--- config.mk ---
export PLATFORM = sky130hd
export DESIGN_NAME = tpo_top
export DESIGN_NICKNAME = d
export VERILOG_FILES = /design/src/rtl/tpo_pkg.sv /design/src/rtl/tpo_top.sv /design/src/rtl/tpo_chan.sv
export SDC_FILE = /design/constraint.sdc
export NUM_CORES = 2
export LEC_CHECK = 0
export ABC_AREA = 1
export BUFFER_PORTS_ARGS = -buffer_cell sky130_fd_sc_hd__buf_2
export CELL_PAD_IN_SITES_DETAIL_PLACEMENT = 1
export CELL_PAD_IN_SITES_GLOBAL_PLACEMENT = 2
export CORE_ASPECT_RATIO = 0.8
export CORE_MARGIN = 8
export CORE_UTILIZATION = 38
export DETAILED_ROUTE_END_ITERATION = 6
export GPL_TIMING_DRIVEN = 0
export PLACE_DENSITY_LB_ADDON = 0.08
export SKIP_LAST_GASP = 1
export SYNTH_ARGS = -nofsm -noshare
export SYNTH_HDL_FRONTEND = slang
export SYNTH_HIERARCHICAL = 1
export SYNTH_SLANG_ARGS = --single-unit
--- constraint.sdc ---
create_clock -name ref_clk_in -period 9.95 [get_ports ref_clk_in]
set_input_delay 2.985 -clock ref_clk_in [delete_from_list [all_inputs] [get_ports ref_clk_in]]
set_output_delay 2.985 -clock ref_clk_in [all_outputs]
set_load 0.01 [all_outputs]
--- src/rtl/tpo_pkg.sv ---
/*
  Shared constants and types for the time-proportional output block.
  Assumes a single 10 MHz clock and manipulated values in tenths of a percent.
*/
package tpo_pkg;

  // Clock rate and the millisecond time base derived from it.
  localparam int CLK_FREQ_HZ = 10_000_000;
  localparam int TICK_TIME_US = 1000;
  localparam int TICK_CYCLES = CLK_FREQ_HZ / 1_000_000 * TICK_TIME_US;
  localparam int TICKS_PER_S_I = 1_000_000 / TICK_TIME_US;

  // Cycle base codes.
  localparam logic [1:0] BASE_ADJ = 2'h0;
  localparam logic [1:0] BASE_500MS = 2'h1;
  localparam logic [1:0] BASE_250MS = 2'h2;
  localparam logic [1:0] BASE_100MS = 2'h3;

  // Cycle lengths in time base ticks (milliseconds).
  localparam int CYC_W = 17;
  localparam logic [CYC_W-1:0] TICKS_PER_S = CYC_W'(TICKS_PER_S_I);
  localparam logic [CYC_W-1:0] FIX_500_MS = 17'h001f4;
  localparam logic [CYC_W-1:0] FIX_250_MS = 17'h000fa;
  localparam logic [CYC_W-1:0] FIX_100_MS = 17'h00064;

  // Adjustable cycle length limits and defaults in seconds.
  localparam logic [6:0] LEN_RELAY_MIN = 7'h05;
  localparam logic [6:0] LEN_OTHER_MIN = 7'h01;
  localparam logic [6:0] LEN_MAX = 7'h78;
  localparam logic [6:0] LEN_DEF_RELAY = 7'h0a;
  localparam logic [6:0] LEN_DEF_OTHER = 7'h02;

  // Switching modes.
  localparam logic MODE_ACCURACY = 1'b0;
  localparam logic MODE_LIFE = 1'b1;

  // Value widths and scales.
  localparam int MV_W = 16;
  localparam int RATE_W = 14;
  localparam logic signed [MV_W-1:0] MV_FULL = 16'sh03e8;
  localparam logic [RATE_W-1:0] RATE_MAX = 14'h270f;
  localparam logic [9:0] STEP_DEN = 10'h3e8;

  // Setpoint ramp time units and their tick counts.
  localparam logic [1:0] RAMP_PER_S = 2'h0;
  localparam logic [1:0] RAMP_PER_MIN = 2'h1;
  localparam logic [1:0] RAMP_PER_HOUR = 2'h2;
  localparam int ACC_W = 23;
  localparam logic [ACC_W-1:0] DEN_S = ACC_W'(TICKS_PER_S_I);
  localparam logic [ACC_W-1:0] DEN_MIN = ACC_W'(TICKS_PER_S_I * 60);
  localparam logic [ACC_W-1:0] DEN_HOUR = ACC_W'(TICKS_PER_S_I * 3600);

  // Per-channel configuration.
  typedef struct packed {
    logic [1:0] base;
    logic [6:0] len_s;
    logic life;
  } tpo_cfg_type;

  localparam tpo_cfg_type CFG_RESET = '{base: BASE_ADJ, len_s: LEN_DEF_OTHER,
                                         life: MODE_ACCURACY};

  // Start-up sequencing.
  typedef enum logic [0:0] {
    TPO_INIT = 1'b0,
    TPO_RUN = 1'b1
  } tpo_state_type;

endpackage : tpo_pkg

--- src/rtl/tpo_top.sv ---
/*
  Time-proportional output block: heat and cool on/off outputs, their
  cycle settings, switching mode, output rate cap and setpoint ramp.
  Assumes every input comes from logic on ref_clk_in; straps are stable
  from reset release on.
*/
module tpo_top #(
  parameter int TICK_CYCLES_P = tpo_pkg::TICK_CYCLES
) (
  // Clock and reset
  input wire logic ref_clk_in,
  input wire logic rst_n_in,
  // Straps caught after reset, except motor_pot_life_in
  input wire logic heat_is_relay_in,
  input wire logic cool_is_relay_in,
  input wire logic single_point_in,
  input wire logic out1_is_relay_in,
  input wire logic motor_pot_life_in,
  // Output routing
  input wire logic heat_routed_in,
  input wire logic heat_cool_en_in,
  input wire logic cool_routed_in,
  // Cycle settings
  input wire logic heat_base_wr_in,
  input wire logic [1:0] heat_base_in,
  input wire logic heat_len_wr_in,
  input wire logic [6:0] heat_len_in,
  input wire logic cool_base_wr_in,
  input wire logic [1:0] cool_base_in,
  input wire logic cool_len_wr_in,
  input wire logic [6:0] cool_len_in,
  input wire logic mode_wr_in,
  input wire logic mode_in,
  input wire logic [tpo_pkg::RATE_W-1:0] output_rate_cap_in,
  // Manipulated values in tenths of a percent
  input wire logic signed [tpo_pkg::MV_W-1:0] heat_output_value_in,
  input wire logic signed [tpo_pkg::MV_W-1:0] cool_output_value_in,
  // Setpoint ramp
  input wire logic signed [tpo_pkg::MV_W-1:0] sp_target_in,
  input wire logic ramp_std_in,
  input wire logic [1:0] ramp_unit_in,
  input wire logic [tpo_pkg::RATE_W-1:0] setpoint_rise_rate_in,
  input wire logic [tpo_pkg::RATE_W-1:0] setpoint_fall_rate_in,
  // Channel outputs
  output logic heat_pwm_out,
  output logic cool_pwm_out,
  output logic heat_cycle_start_out,
  output logic cool_cycle_start_out,
  output logic signed [tpo_pkg::MV_W-1:0] heat_mv_out,
  output logic signed [tpo_pkg::MV_W-1:0] cool_mv_out,
  // Status
  output tpo_pkg::tpo_cfg_type heat_cfg_out,
  output tpo_pkg::tpo_cfg_type cool_cfg_out,
  output logic cool_avail_out,
  output logic heat_len_refused_out,
  output logic cool_len_refused_out,
  output logic signed [tpo_pkg::MV_W-1:0] setpoint_out,
  output logic ramping_out,
  output logic ready_out
);
  import tpo_pkg::*;

  localparam logic [23:0] TICK_LAST = 24'(TICK_CYCLES_P - 1);

  tpo_state_type state_q, state_d;
  logic [23:0] tick_cnt_q, tick_cnt_d;
  logic tick_q, tick_d;
  tpo_cfg_type heat_cfg_q, heat_cfg_d;
  tpo_cfg_type cool_cfg_q, cool_cfg_d;
  logic heat_rel_q, heat_rel_d;
  logic cool_rel_q, cool_rel_d;
  logic heat_ref_q, heat_ref_d;
  logic cool_ref_q, cool_ref_d;
  logic cool_avail_q, cool_avail_d;
  logic signed [MV_W-1:0] sp_q, sp_d;
  logic [ACC_W-1:0] sp_acc_q, sp_acc_d;
  logic ramping_q, ramping_d;
  logic [RATE_W-1:0] cap;
  logic cap_en;
  logic cool_avail;
  logic run;
  logic [RATE_W-1:0] sp_rate;
  logic [ACC_W-1:0] sp_den;
  logic [ACC_W-1:0] sp_acc_t;

  // A cycle length is taken only on the adjustable base and inside the range for the output type.
  function automatic logic len_ok(input logic [6:0] v, input logic relay, input logic [1:0] base);
    logic [6:0] lo;
    lo = relay ? LEN_RELAY_MIN : LEN_OTHER_MIN;
    return (base == BASE_ADJ) && (v >= lo) && (v <= LEN_MAX);
  endfunction : len_ok

  assign run = (state_q == TPO_RUN);

  assign cool_avail = heat_cool_en_in && cool_routed_in;

  // Cap saturates at its top value and is withdrawn in motor pot life mode.
  // Cap enable and limit
  assign cap = (output_rate_cap_in > RATE_MAX) ? RATE_MAX : output_rate_cap_in;
  assign cap_en = (cap != '0) && !motor_pot_life_in;

  // Millisecond time base; it runs freely so both channels share one phase.
  always_comb
  begin
    tick_d = 1'b0;
    tick_cnt_d = tick_cnt_q + 24'h000001;
    if (tick_cnt_q >= TICK_LAST)
    begin
      tick_cnt_d = '0;
      tick_d = 1'b1;
    end
  end

  always_ff @(posedge ref_clk_in or negedge rst_n_in)
  begin
    if (!rst_n_in)
    begin
      tick_cnt_q <= '0;
      tick_q <= 1'b0;
    end
    else
    begin
      tick_cnt_q <= tick_cnt_d;
      tick_q <= tick_d;
    end
  end

  // Start-up and settings. Straps cannot load under the asynchronous reset,
  // so defaults are taken in the first clock after release.
  always_comb
  begin
    state_d = state_q;
    heat_cfg_d = heat_cfg_q;
    cool_cfg_d = cool_cfg_q;
    heat_rel_d = heat_rel_q;
    cool_rel_d = cool_rel_q;
    heat_ref_d = 1'b0;
    cool_ref_d = 1'b0;
    cool_avail_d = cool_avail;
    case (state_q)
      TPO_INIT:
      begin
        heat_rel_d = heat_is_relay_in;
        cool_rel_d = cool_is_relay_in;
        heat_cfg_d.len_s = heat_is_relay_in ? LEN_DEF_RELAY : LEN_DEF_OTHER;
        cool_cfg_d.len_s = single_point_in ? LEN_DEF_RELAY : LEN_DEF_OTHER;
        heat_cfg_d.base = BASE_ADJ;
        cool_cfg_d.base = BASE_ADJ;
        heat_cfg_d.life = out1_is_relay_in ? MODE_LIFE : MODE_ACCURACY;
        cool_cfg_d.life = out1_is_relay_in ? MODE_LIFE : MODE_ACCURACY;
        state_d = TPO_RUN;
      end
      TPO_RUN:
      begin
        if (mode_wr_in)
        begin
          heat_cfg_d.life = mode_in;
          cool_cfg_d.life = mode_in;
        end
        if (heat_base_wr_in)
          heat_cfg_d.base = heat_base_in;
        if (heat_len_wr_in)
        begin
          if (len_ok(heat_len_in, heat_rel_q, heat_cfg_q.base))
            heat_cfg_d.len_s = heat_len_in;
          else
            heat_ref_d = 1'b1;
        end
        if (cool_base_wr_in && cool_avail)
          cool_cfg_d.base = cool_base_in;
        if (cool_len_wr_in)
        begin
          if (cool_avail && len_ok(cool_len_in, cool_rel_q, cool_cfg_q.base))
            cool_cfg_d.len_s = cool_len_in;
          else
            cool_ref_d = 1'b1;
        end
      end
      default:
        state_d = TPO_INIT;
    endcase
  end

  always_ff @(posedge ref_clk_in or negedge rst_n_in)
  begin
    if (!rst_n_in)
    begin
      state_q <= TPO_INIT;
      heat_cfg_q <= CFG_RESET;
      cool_cfg_q <= CFG_RESET;
      heat_rel_q <= 1'b0;
      cool_rel_q <= 1'b0;
      heat_ref_q <= 1'b0;
      cool_ref_q <= 1'b0;
      cool_avail_q <= 1'b0;
    end
    else
    begin
      state_q <= state_d;
      heat_cfg_q <= heat_cfg_d;
      cool_cfg_q <= cool_cfg_d;
      heat_rel_q <= heat_rel_d;
      cool_rel_q <= cool_rel_d;
      heat_ref_q <= heat_ref_d;
      cool_ref_q <= cool_ref_d;
      cool_avail_q <= cool_avail_d;
    end
  end

  // Setpoint ramp. The accumulator gains the rate each tick and pays one
  // tenth of a unit per clock, so even the top rate needs no divider.
  always_comb
  begin
    sp_rate = (sp_target_in > sp_q) ? setpoint_rise_rate_in : setpoint_fall_rate_in;
    case (ramp_unit_in)
      RAMP_PER_S: sp_den = DEN_S;
      RAMP_PER_MIN: sp_den = DEN_MIN;
      default: sp_den = DEN_HOUR;
    endcase
    sp_acc_t = sp_acc_q + (tick_q ? ACC_W'(sp_rate) : '0);
    sp_d = sp_q;
    sp_acc_d = sp_acc_t;
    if (!run || !ramp_std_in || sp_rate == '0 || sp_q == sp_target_in)
    begin
      sp_d = sp_target_in;
      sp_acc_d = '0;
    end
    else if (sp_acc_t >= sp_den)
    begin
      sp_acc_d = sp_acc_t - sp_den;
      sp_d = (sp_target_in > sp_q) ? sp_q + 16'sh0001 : sp_q - 16'sh0001;
    end
    ramping_d = (sp_d != sp_target_in);
  end

  always_ff @(posedge ref_clk_in or negedge rst_n_in)
  begin
    if (!rst_n_in)
    begin
      sp_q <= '0;
      sp_acc_q <= '0;
      ramping_q <= 1'b0;
    end
    else
    begin
      sp_q <= sp_d;
      sp_acc_q <= sp_acc_d;
      ramping_q <= ramping_d;
    end
  end

  // Heat channel runs whenever its value is routed to a pulse output.
  tpo_chan u_heat (
    .ref_clk_in(ref_clk_in),
    .rst_n_in(rst_n_in),
    .tick_in(tick_q),
    .enable_in(run && heat_routed_in),
    .cfg_in(heat_cfg_q),
    .mv_in(heat_output_value_in),
    .rate_cap_in(cap),
    .cap_en_in(cap_en),
    .pwm_out(heat_pwm_out),
    .cycle_start_out(heat_cycle_start_out),
    .mv_eff_out(heat_mv_out)
  );

  // Cool channel is held off unless heat/cool operation routes it.
  // Cool channel enable
  tpo_chan u_cool (
    .ref_clk_in(ref_clk_in),
    .rst_n_in(rst_n_in),
    .tick_in(tick_q),
    .enable_in(run && cool_avail_q),
    .cfg_in(cool_cfg_q),
    .mv_in(cool_output_value_in),
    .rate_cap_in(cap),
    .cap_en_in(cap_en),
    .pwm_out(cool_pwm_out),
    .cycle_start_out(cool_cycle_start_out),
    .mv_eff_out(cool_mv_out)
  );

  // Status from registers.
  assign heat_cfg_out = heat_cfg_q;
  assign cool_cfg_out = cool_cfg_q;
  assign cool_avail_out = cool_avail_q;
  assign heat_len_refused_out = heat_ref_q;
  assign cool_len_refused_out = cool_ref_q;
  assign setpoint_out = sp_q;
  assign ramping_out = ramping_q;
  assign ready_out = run;

endmodule : tpo_top

--- src/rtl/tpo_chan.sv ---
/*
  One time-proportional channel: rate limiter on the manipulated value and
  the slow on/off output. Assumes tick_in is a one-clock pulse each millisecond.
*/
module tpo_chan (
  // Clock and reset
  input wire logic ref_clk_in,
  input wire logic rst_n_in,
  // Time base and control
  input wire logic tick_in,
  input wire logic enable_in,
  input wire tpo_pkg::tpo_cfg_type cfg_in,
  input wire logic signed [tpo_pkg::MV_W-1:0] mv_in,
  input wire logic [tpo_pkg::RATE_W-1:0] rate_cap_in,
  input wire logic cap_en_in,
  // Results
  output logic pwm_out,
  output logic cycle_start_out,
  output logic signed [tpo_pkg::MV_W-1:0] mv_eff_out
);
  import tpo_pkg::*;

  logic signed [MV_W-1:0] mv_q, mv_d;
  logic [RATE_W+2:0] acc_q, acc_d;
  logic [CYC_W-1:0] cnt_q, cnt_d;
  logic [10:0] held_q, held_d;
  logic pwm_q, pwm_d;
  logic start_q, start_d;
  logic [CYC_W-1:0] cycle_ticks;
  logic [10:0] duty_now, duty;
  logic [RATE_W+2:0] acc_t;
  logic [27:0] on_lhs, on_rhs;

  // Cycle length in ticks from the cycle base.
  // Cycle base decode
  always_comb
  begin
    case (cfg_in.base)
      BASE_ADJ: cycle_ticks = CYC_W'(cfg_in.len_s * TICKS_PER_S);
      BASE_500MS: cycle_ticks = FIX_500_MS;
      BASE_250MS: cycle_ticks = FIX_250_MS;
      default: cycle_ticks = FIX_100_MS;
    endcase
  end

  // Rate limiter, then PWM counter and comparison.
  always_comb
  begin
    mv_d = mv_q;
    acc_t = acc_q + (tick_in ? (RATE_W+3)'(rate_cap_in) : '0);
    acc_d = acc_t;
    if (!cap_en_in)
    begin
      mv_d = mv_in;
      acc_d = '0;
    end
    else if (mv_q == mv_in)
    begin
      acc_d = '0;
    end
    else if (acc_t >= (RATE_W+3)'(STEP_DEN))
    begin
      // One tenth of a percent per clock keeps the step exact and needs no divider.
      acc_d = acc_t - (RATE_W+3)'(STEP_DEN);
      mv_d = (mv_in > mv_q) ? mv_q + 16'sh0001 : mv_q - 16'sh0001;
    end
    if (mv_q < 16'sh0000)
      duty_now = 11'h000;
    else if (mv_q > MV_FULL)
      duty_now = 11'(MV_FULL);
    else
      duty_now = 11'(mv_q);
    cnt_d = cnt_q;
    held_d = held_q;
    start_d = 1'b0;
    if (!enable_in)
    begin
      cnt_d = '0;
      held_d = duty_now;
    end
    else if (tick_in)
    begin
      if (cnt_q + 17'h00001 >= cycle_ticks)
      begin
        cnt_d = '0;
        held_d = duty_now;
        start_d = 1'b1;
      end
      else
        cnt_d = cnt_q + 17'h00001;
    end
    // Life mode holds duty per cycle
    duty = (cfg_in.life == MODE_LIFE) ? held_q : duty_now;
    on_lhs = 28'(cnt_q) * 28'(STEP_DEN);
    on_rhs = 28'(duty) * 28'(cycle_ticks);
    pwm_d = enable_in && (on_lhs < on_rhs);
  end

  // State registers.
  always_ff @(posedge ref_clk_in or negedge rst_n_in)
  begin
    if (!rst_n_in)
    begin
      mv_q <= '0;
      acc_q <= '0;
      cnt_q <= '0;
      held_q <= '0;
      pwm_q <= 1'b0;
      start_q <= 1'b0;
    end
    else
    begin
      mv_q <= mv_d;
      acc_q <= acc_d;
      cnt_q <= cnt_d;
      held_q <= held_d;
      pwm_q <= pwm_d;
      start_q <= start_d;
    end
  end

  assign pwm_out = pwm_q;
  assign cycle_start_out = start_q;
  assign mv_eff_out = mv_q;

endmodule : tpo_chan

### After elaboration in Yosys (flattened, before gate mapping)

Index checks and enable logic that the tools add are counted.
Widths: inputs -> output; s select.

| storage, ports and cells | value |
|---|---|
| register bits | 217 |
| input port bits | 127 |
| output and inout bits | 77 |
| logic and storage cells | 196 |

| operators by class | value |
|---|---|
| $add $sub $neg | 15 |
| $mul | 6 |
| $lt $le $gt $ge | 20 |
| equality and inequality tests | 24 |
| multiplexer cells | 72 |
| bitwise gates (word level) | 1 |
| reduce and logical (&&, ||, !) cells | 29 |

Operators by type and width:

| operator | number |
|---|---|
| $mux 17 | 12 |
| $mux 16 | 11 |
| $mux 11 | 12 |
| $pmux 17 s3 | 2 |
| $lt 27x28->1 | 2 |
| $mul 11x17->28 | 2 |
| $mux 14 | 4 |
| $add 16x2->16 const B | 3 |
| $eq 16x16->1 | 3 |
| $gt 16x16->1 | 3 |
| $mul 17x7->24 const B | 2 |
| $sub 16x2->16 const B | 3 |
| $mux 23 | 2 |
| $pmux 22 s2 | 1 |
| $pmux 10 s2 | 2 |
| $add 17x1->17 const B | 2 |
| $ge 17x10->1 const B | 2 |
| $ge 17x17->1 | 2 |
| $sub 17x10->17 const B | 2 |
| $gt 16x11->1 const B | 2 |
| $lt 16x1->1 const B | 2 |
| $mul 7x7->14 const B | 2 |
| $mux 7 | 4 |
| $add 24x1->24 const B | 1 |
| 27 further kinds | 84 |

### Logic depth before layout (Yosys ltp)

| logic depth | value |
|---|---|
| word-level depth | 8 |
| depth in mapped cells | 51 |
| mapped depth without buffers | 49 |

### Hierarchy

The synthesis kept the hierarchy.

Modules (own cells, without submodules):

| module | times used | cells an instance | area an instance (µm²) | seq. area each (µm²) |
|---|---|---|---|---|
| tpo_chan (u_cool) | 1 | 2139 | 16072.9 | 1576.5 |
| tpo_chan (u_heat) | 1 | 2132 | 16014.1 | 1576.5 |
| tpo_top | 1 | 1187 | 7945.1 | 2254.7 |

### Worst setup path after synthesis

Ideal clock, no wire load.

| path | value |
|---|---|
| path type | reg-to-reg |
| start | reg cool_cfg_q (netlist bit cool_cfg_out[2]) |
| end | reg u_cool.pwm_q, in the netlist u_cool/pwm_out |
| setup time | 0.077 ns |
| arrival | 8.821 ns |
| required time | 9.873 ns |
| slack | 1.052 ns |
| cell stages (with the launch flop) | 39 |
| buffers on the path | 0 |
| period minus slack after synthesis | 8.898 ns |
| cells stage by stage | dfstp_2 fa_1 xor2_1 ha_1 inv_1 fa_1 fa_1 inv_1 ha_1 a21oi_1 o21ai_0 a21oi_1 nor2_1 o21ai_0 nand2_1 nand2_1 nand3_1 inv_1 (+3 left out) fa_1 fa_1 fa_1 inv_1 fa_1 inv_1 ha_1 nand2_1 nor4_1 a21oi_1 o21ai_0 a21oi_1 xor2_1 ha_1 a21oi_1 nand3b_1 nand3_1 a21oi_1 |

| between the ends | value |
|---|---|
| word-level cells in the longest chain between the ends | 5 |

Ends and longest elaborated chain:

| item | line | source |
|---|---|---|
| start: declaration | tpo_top.sv:69 | `tpo_cfg_type cool_cfg_q, cool_cfg_d;` |
| start signal: assignment | tpo_top.sv:201 | `cool_cfg_q <= cool_cfg_d;` |
| $mul 7x7->14 | tpo_chan.sv:39 | `BASE_ADJ: cycle_ticks = CYC_W'(cfg_in.len_s * TICKS_PER_S);` |
| $pmux 17 s3 | tpo_chan.sv:38 | `case (cfg_in.base)` |
| $mul 11x17->28 | tpo_chan.sv:95 | `on_rhs = 28'(duty) * 28'(cycle_ticks);` |
| $lt 27x28->1 | tpo_chan.sv:96 | `pwm_d = enable_in && (on_lhs < on_rhs);` |
| $logic_and 1x1->1 | tpo_chan.sv:96 |  |
| via u_cool.pwm_d | tpo_chan.sv:27 | `logic pwm_q, pwm_d;` |
| end signal: assignment | tpo_chan.sv:117 | `pwm_q <= pwm_d;` |
| end: declaration | tpo_chan.sv:27 |  |

The timed path passes the listed nets, and every way through them passes these cells.
A chain may end at the register's enable or synchronous reset.

### Final worst setup path

Same ends and word-level chain as after synthesis.

==> key figures <==
Clocking
  – Clk slew on worst S/H paths: 0.06 ns
  – CTS Root Cell: clkbuf_16
  – Worst skew pair latency: 0.58 ns
  – Cts-stage hold buffer count: 0
  – Num CTS Buffers: 35
  – CTS max path bufs: 3
  – CTS Sinks: 216
  – CTS tree: built
  – H-tree levels: 2

Critical path
  – Reg2reg start: cool_cfg_out[2]
  – R2R depth: 35
  – R2R setup slack: 0.44 ns
  – Critical Path Source Type: flip-flop
  – CP required: 10.45 ns
  – Crit path capture type: flip-flop
  – CP Max Fanout: 10
  – Top cell by count, worst path: fa_1
  – Crit path largest cell delay: 0.58 ns
  – R2R Path End: u_cool/pwm_out
  – Critical-path top delay cell: dfstp_2
  – WP data arrival: 10.00 ns
  – CP Launch Point: cool_cfg_out[2]
  – WS Path Type: reg2reg

Global routing
  – First-pass GRT wire length: 215 mm
  – Congestion Overflow GR: 0
  – Largest net degree at the start of global routing: 80
  – GRT Resource Usage Total: 23.0%
  – Vias in the first global route: 38700
  – Initial antenna violation count: 9

Detailed routing
  – Routed length per instance: 18.6 um
  – Final wirelength: 133 mm
  – DRC: 0
  – Routed vias: 36200
  – Post-DRT Antenna Nets: 0
  – Via density: 5.05
  – DRT Pass-1 Iters: 5
  – Initial DRC count: 1609

Floorplanning
  – CORE AREA: 0.105 mm2
  – Cell Rows: 106
  – Chip Width: 379 um
  – Boundary Pins: 204
  – Die area: 0.116 mm2
  – Die Y: 306 um
  – Initial Util: 38.3%

Cells and area
  – Share of cells above drive strength 1: 9.05%
  – Synth-to-Final Area Change: 10.9%
  – Final net count: 6807
  – Most common cell after layout, fill and taps aside: nand2_1
  – Filler Cell Count: 13300
  – Most frequent cells in the layout: nand2_1, inv_1, ha_1
  – Fin area: 0.0444 mm2

Synthesis
  – Mapped Cells: 5458
  – Post-synth EDFFs: 0
  – Ys Warns: 6
  – Syn_area_per_cell: 7.33 um2
  – FFs w/ async S/R, synth: 100%
  – Synth Register Bits: 216
  – Sequential element share of the synthesized area: 13.5%
  – Library cells used by synthesis: 62
  – Main synth FF type: dfrtp_1
  – Syn Std Cell Area: 0.0400 mm2

Worst hold path
  – Hold Crit Endpoint: tick_cnt_q[0]
  – HP Class: reg2reg
  – Hold path startpoint: tick_cnt_q[0]
  – Hold depth: 1

STA
  – Fin. max-slew vios: 0
  – Max Fclk: 0.105 GHz
  – Clk_skew: 0.0232 ns
  – Final setup vio count: 0
  – Final TNS setup: 0 ns
  – Slew HR: 13.8%
  – Count of final hold-check violations: 0
  – Fin crit period: 9.51 ns
  – Worst-margin pin slew: 1.28 ns
  – Final period util: 95.5%
  – Hold Worst Slack: 0.475 ns

Place
  – GP Congestion: 0.849
  – DP Wirelength: 112 mm
  – Port bufs: 203
  – Area post-placement: 0.0429 mm2

Run status
  – Status: completed

Job
  – Maxcap violations: 0
worst max-delay path: cells and delay by family, from the launching register on:
kind	cells	cell delay [ns]
fa+ha+maj	12	5.39
flops	1	0.58
simple gates	10	1.69
compound gates	5	0.93
buf+inv	6	0.51
xor+xnor	2	0.33
layout make-up:
type                            count  area (um2)  area share (%)
Sequential cell                   216        5420            12.2
Clock buffer                       48        1030            2.31
Tap cell                         1404        1760            3.96
Buffer                             84         443           0.997
Clock inverter                     14         143           0.321
Antenna cell                        5        12.5          0.0282
Inverter                         1015        3820            8.60
Multi-Input combinational cell   4152       30600            68.9
Timing Repair Buffer              218        1190            2.68
registers in the layout (all words and copies together), names as in the netlist, 9 cells and up:
name	count
u_cool/cnt_q	17
u_heat/acc_q	17
setpoint_out	16
u_heat/held_q	11
tick_cnt_q	24
u_cool/acc_q	17
u_cool/held_q	11
u_heat/cnt_q	17
heat_cfg_out	10
sp_acc_q	23
cool_cfg_out	9
u_heat/mv_eff_out	16
u_cool/mv_eff_out	16
worst max-delay path by stage:
| stage | end | depth (start not counted) |
|---|---|---|
| after floorplan | u_cool/pwm_out | 38 |
| after global placement | u_cool/pwm_out | 38 |
| final | u_cool/pwm_out | 35 |
| after global routing | u_heat/pwm_out | 41 |
| after detailed placement | u_cool/pwm_out | 38 |
| after CTS | u_cool/pwm_out | 37 |
cells in the mapped netlist, types with 4 or more instances:
| master | count | share of area (%) |
|---|---|---|
| a211oi_1 | 6 | 0.11 |
| a21boi_0 | 5 | 0.094 |
| a21o_1 | 24 | 0.45 |
| a21oi_1 | 293 | 3.7 |
| a21oi_2 | 7 | 0.15 |
| a31oi_1 | 21 | 0.33 |
| and2_1 | 8 | 0.13 |
| buf_2 | 26 | 0.33 |
| buf_4 | 7 | 0.13 |
| buf_6 | 7 | 0.20 |
| clkbuf_1 | 40 | 0.38 |
| clkinv_1 | 8 | 0.075 |
| dfrtp_1 | 214 | 13 |
| fa_1 | 406 | 20 |
| ha_1 | 552 | 17 |
| inv_1 | 987 | 9.3 |
| inv_2 | 19 | 0.18 |
| nand2_1 | 1256 | 12 |
| nand2_2 | 48 | 0.75 |
| nand2_4 | 5 | 0.14 |
| nand3_1 | 311 | 3.9 |
| nand3_2 | 13 | 0.33 |
| nand3b_1 | 22 | 0.41 |
| nand4_1 | 87 | 1.4 |
| nor2_1 | 481 | 4.5 |
| nor2_2 | 9 | 0.14 |
| nor2_4 | 7 | 0.20 |
| nor3_1 | 53 | 0.66 |
| nor3_2 | 4 | 0.10 |
| nor3b_1 | 6 | 0.11 |
| nor4_1 | 9 | 0.14 |
| o2111ai_1 | 4 | 0.088 |
| o211ai_1 | 5 | 0.094 |
| o21a_1 | 13 | 0.24 |
| o21ai_0 | 213 | 2.7 |
| o21ai_1 | 12 | 0.15 |
| o21ai_2 | 5 | 0.11 |
| o21bai_1 | 11 | 0.21 |
| o31ai_1 | 11 | 0.21 |
| or2_2 | 23 | 0.36 |
| xnor2_1 | 61 | 1.3 |
| xor2_1 | 128 | 2.8 |
metal layers:
| layer | global-route usage, % | wire, um | up-vias |
|---|---|---|---|
| met5 | 0 | 0 | - |
| met4 | 4.58 | 2580 | 0 |
| met3 | 2.95 | 4830 | 130 |
| met2 | 36.3 | 58800 | 467 |
| met1 | 33.7 | 66900 | 17800 |
| li1 | - | - | 17800 |
kinds of logic after synthesis:
| group | after synthesis | share of synthesized area, % |
|---|---|---|
| XOR/XNOR | 190 | 4.18 |
| buffers and inverters | 1099 | 10.6 |
| AO/OA/AOI/OAI | 647 | 8.93 |
| other | 2 | 0.0188 |
| flip-flops | 216 | 13.5 |
| AND/OR/NAND/NOR | 2346 | 25.2 |
| adder cells (fa/ha/maj) | 958 | 37.6 |
timing repair:
action	in CTS	in global routing
resized for setup	13	54
cloned	0	0
buffers inserted	2	10
setup endpoints to repair	2	2
endpoints found under the hold margin	0	0
pin swaps	0	0
stage by stage:
step / util (%) / setup WS, ns / cells
floorplan: - / 1.05 / 5467
global route: 42.5 / -0.0125 / 7151
CTS: 42.2 / -0.00813 / 7140
global placement: 41.0 / -0.430 / 7074
finish: 42.5 / 0.444 / 7156
detailed placement: 41.1 / -0.543 / 7076
Power is not shown: default switching activity piles up to over one toggle a cycle in this logic, so the estimate is an artifact.
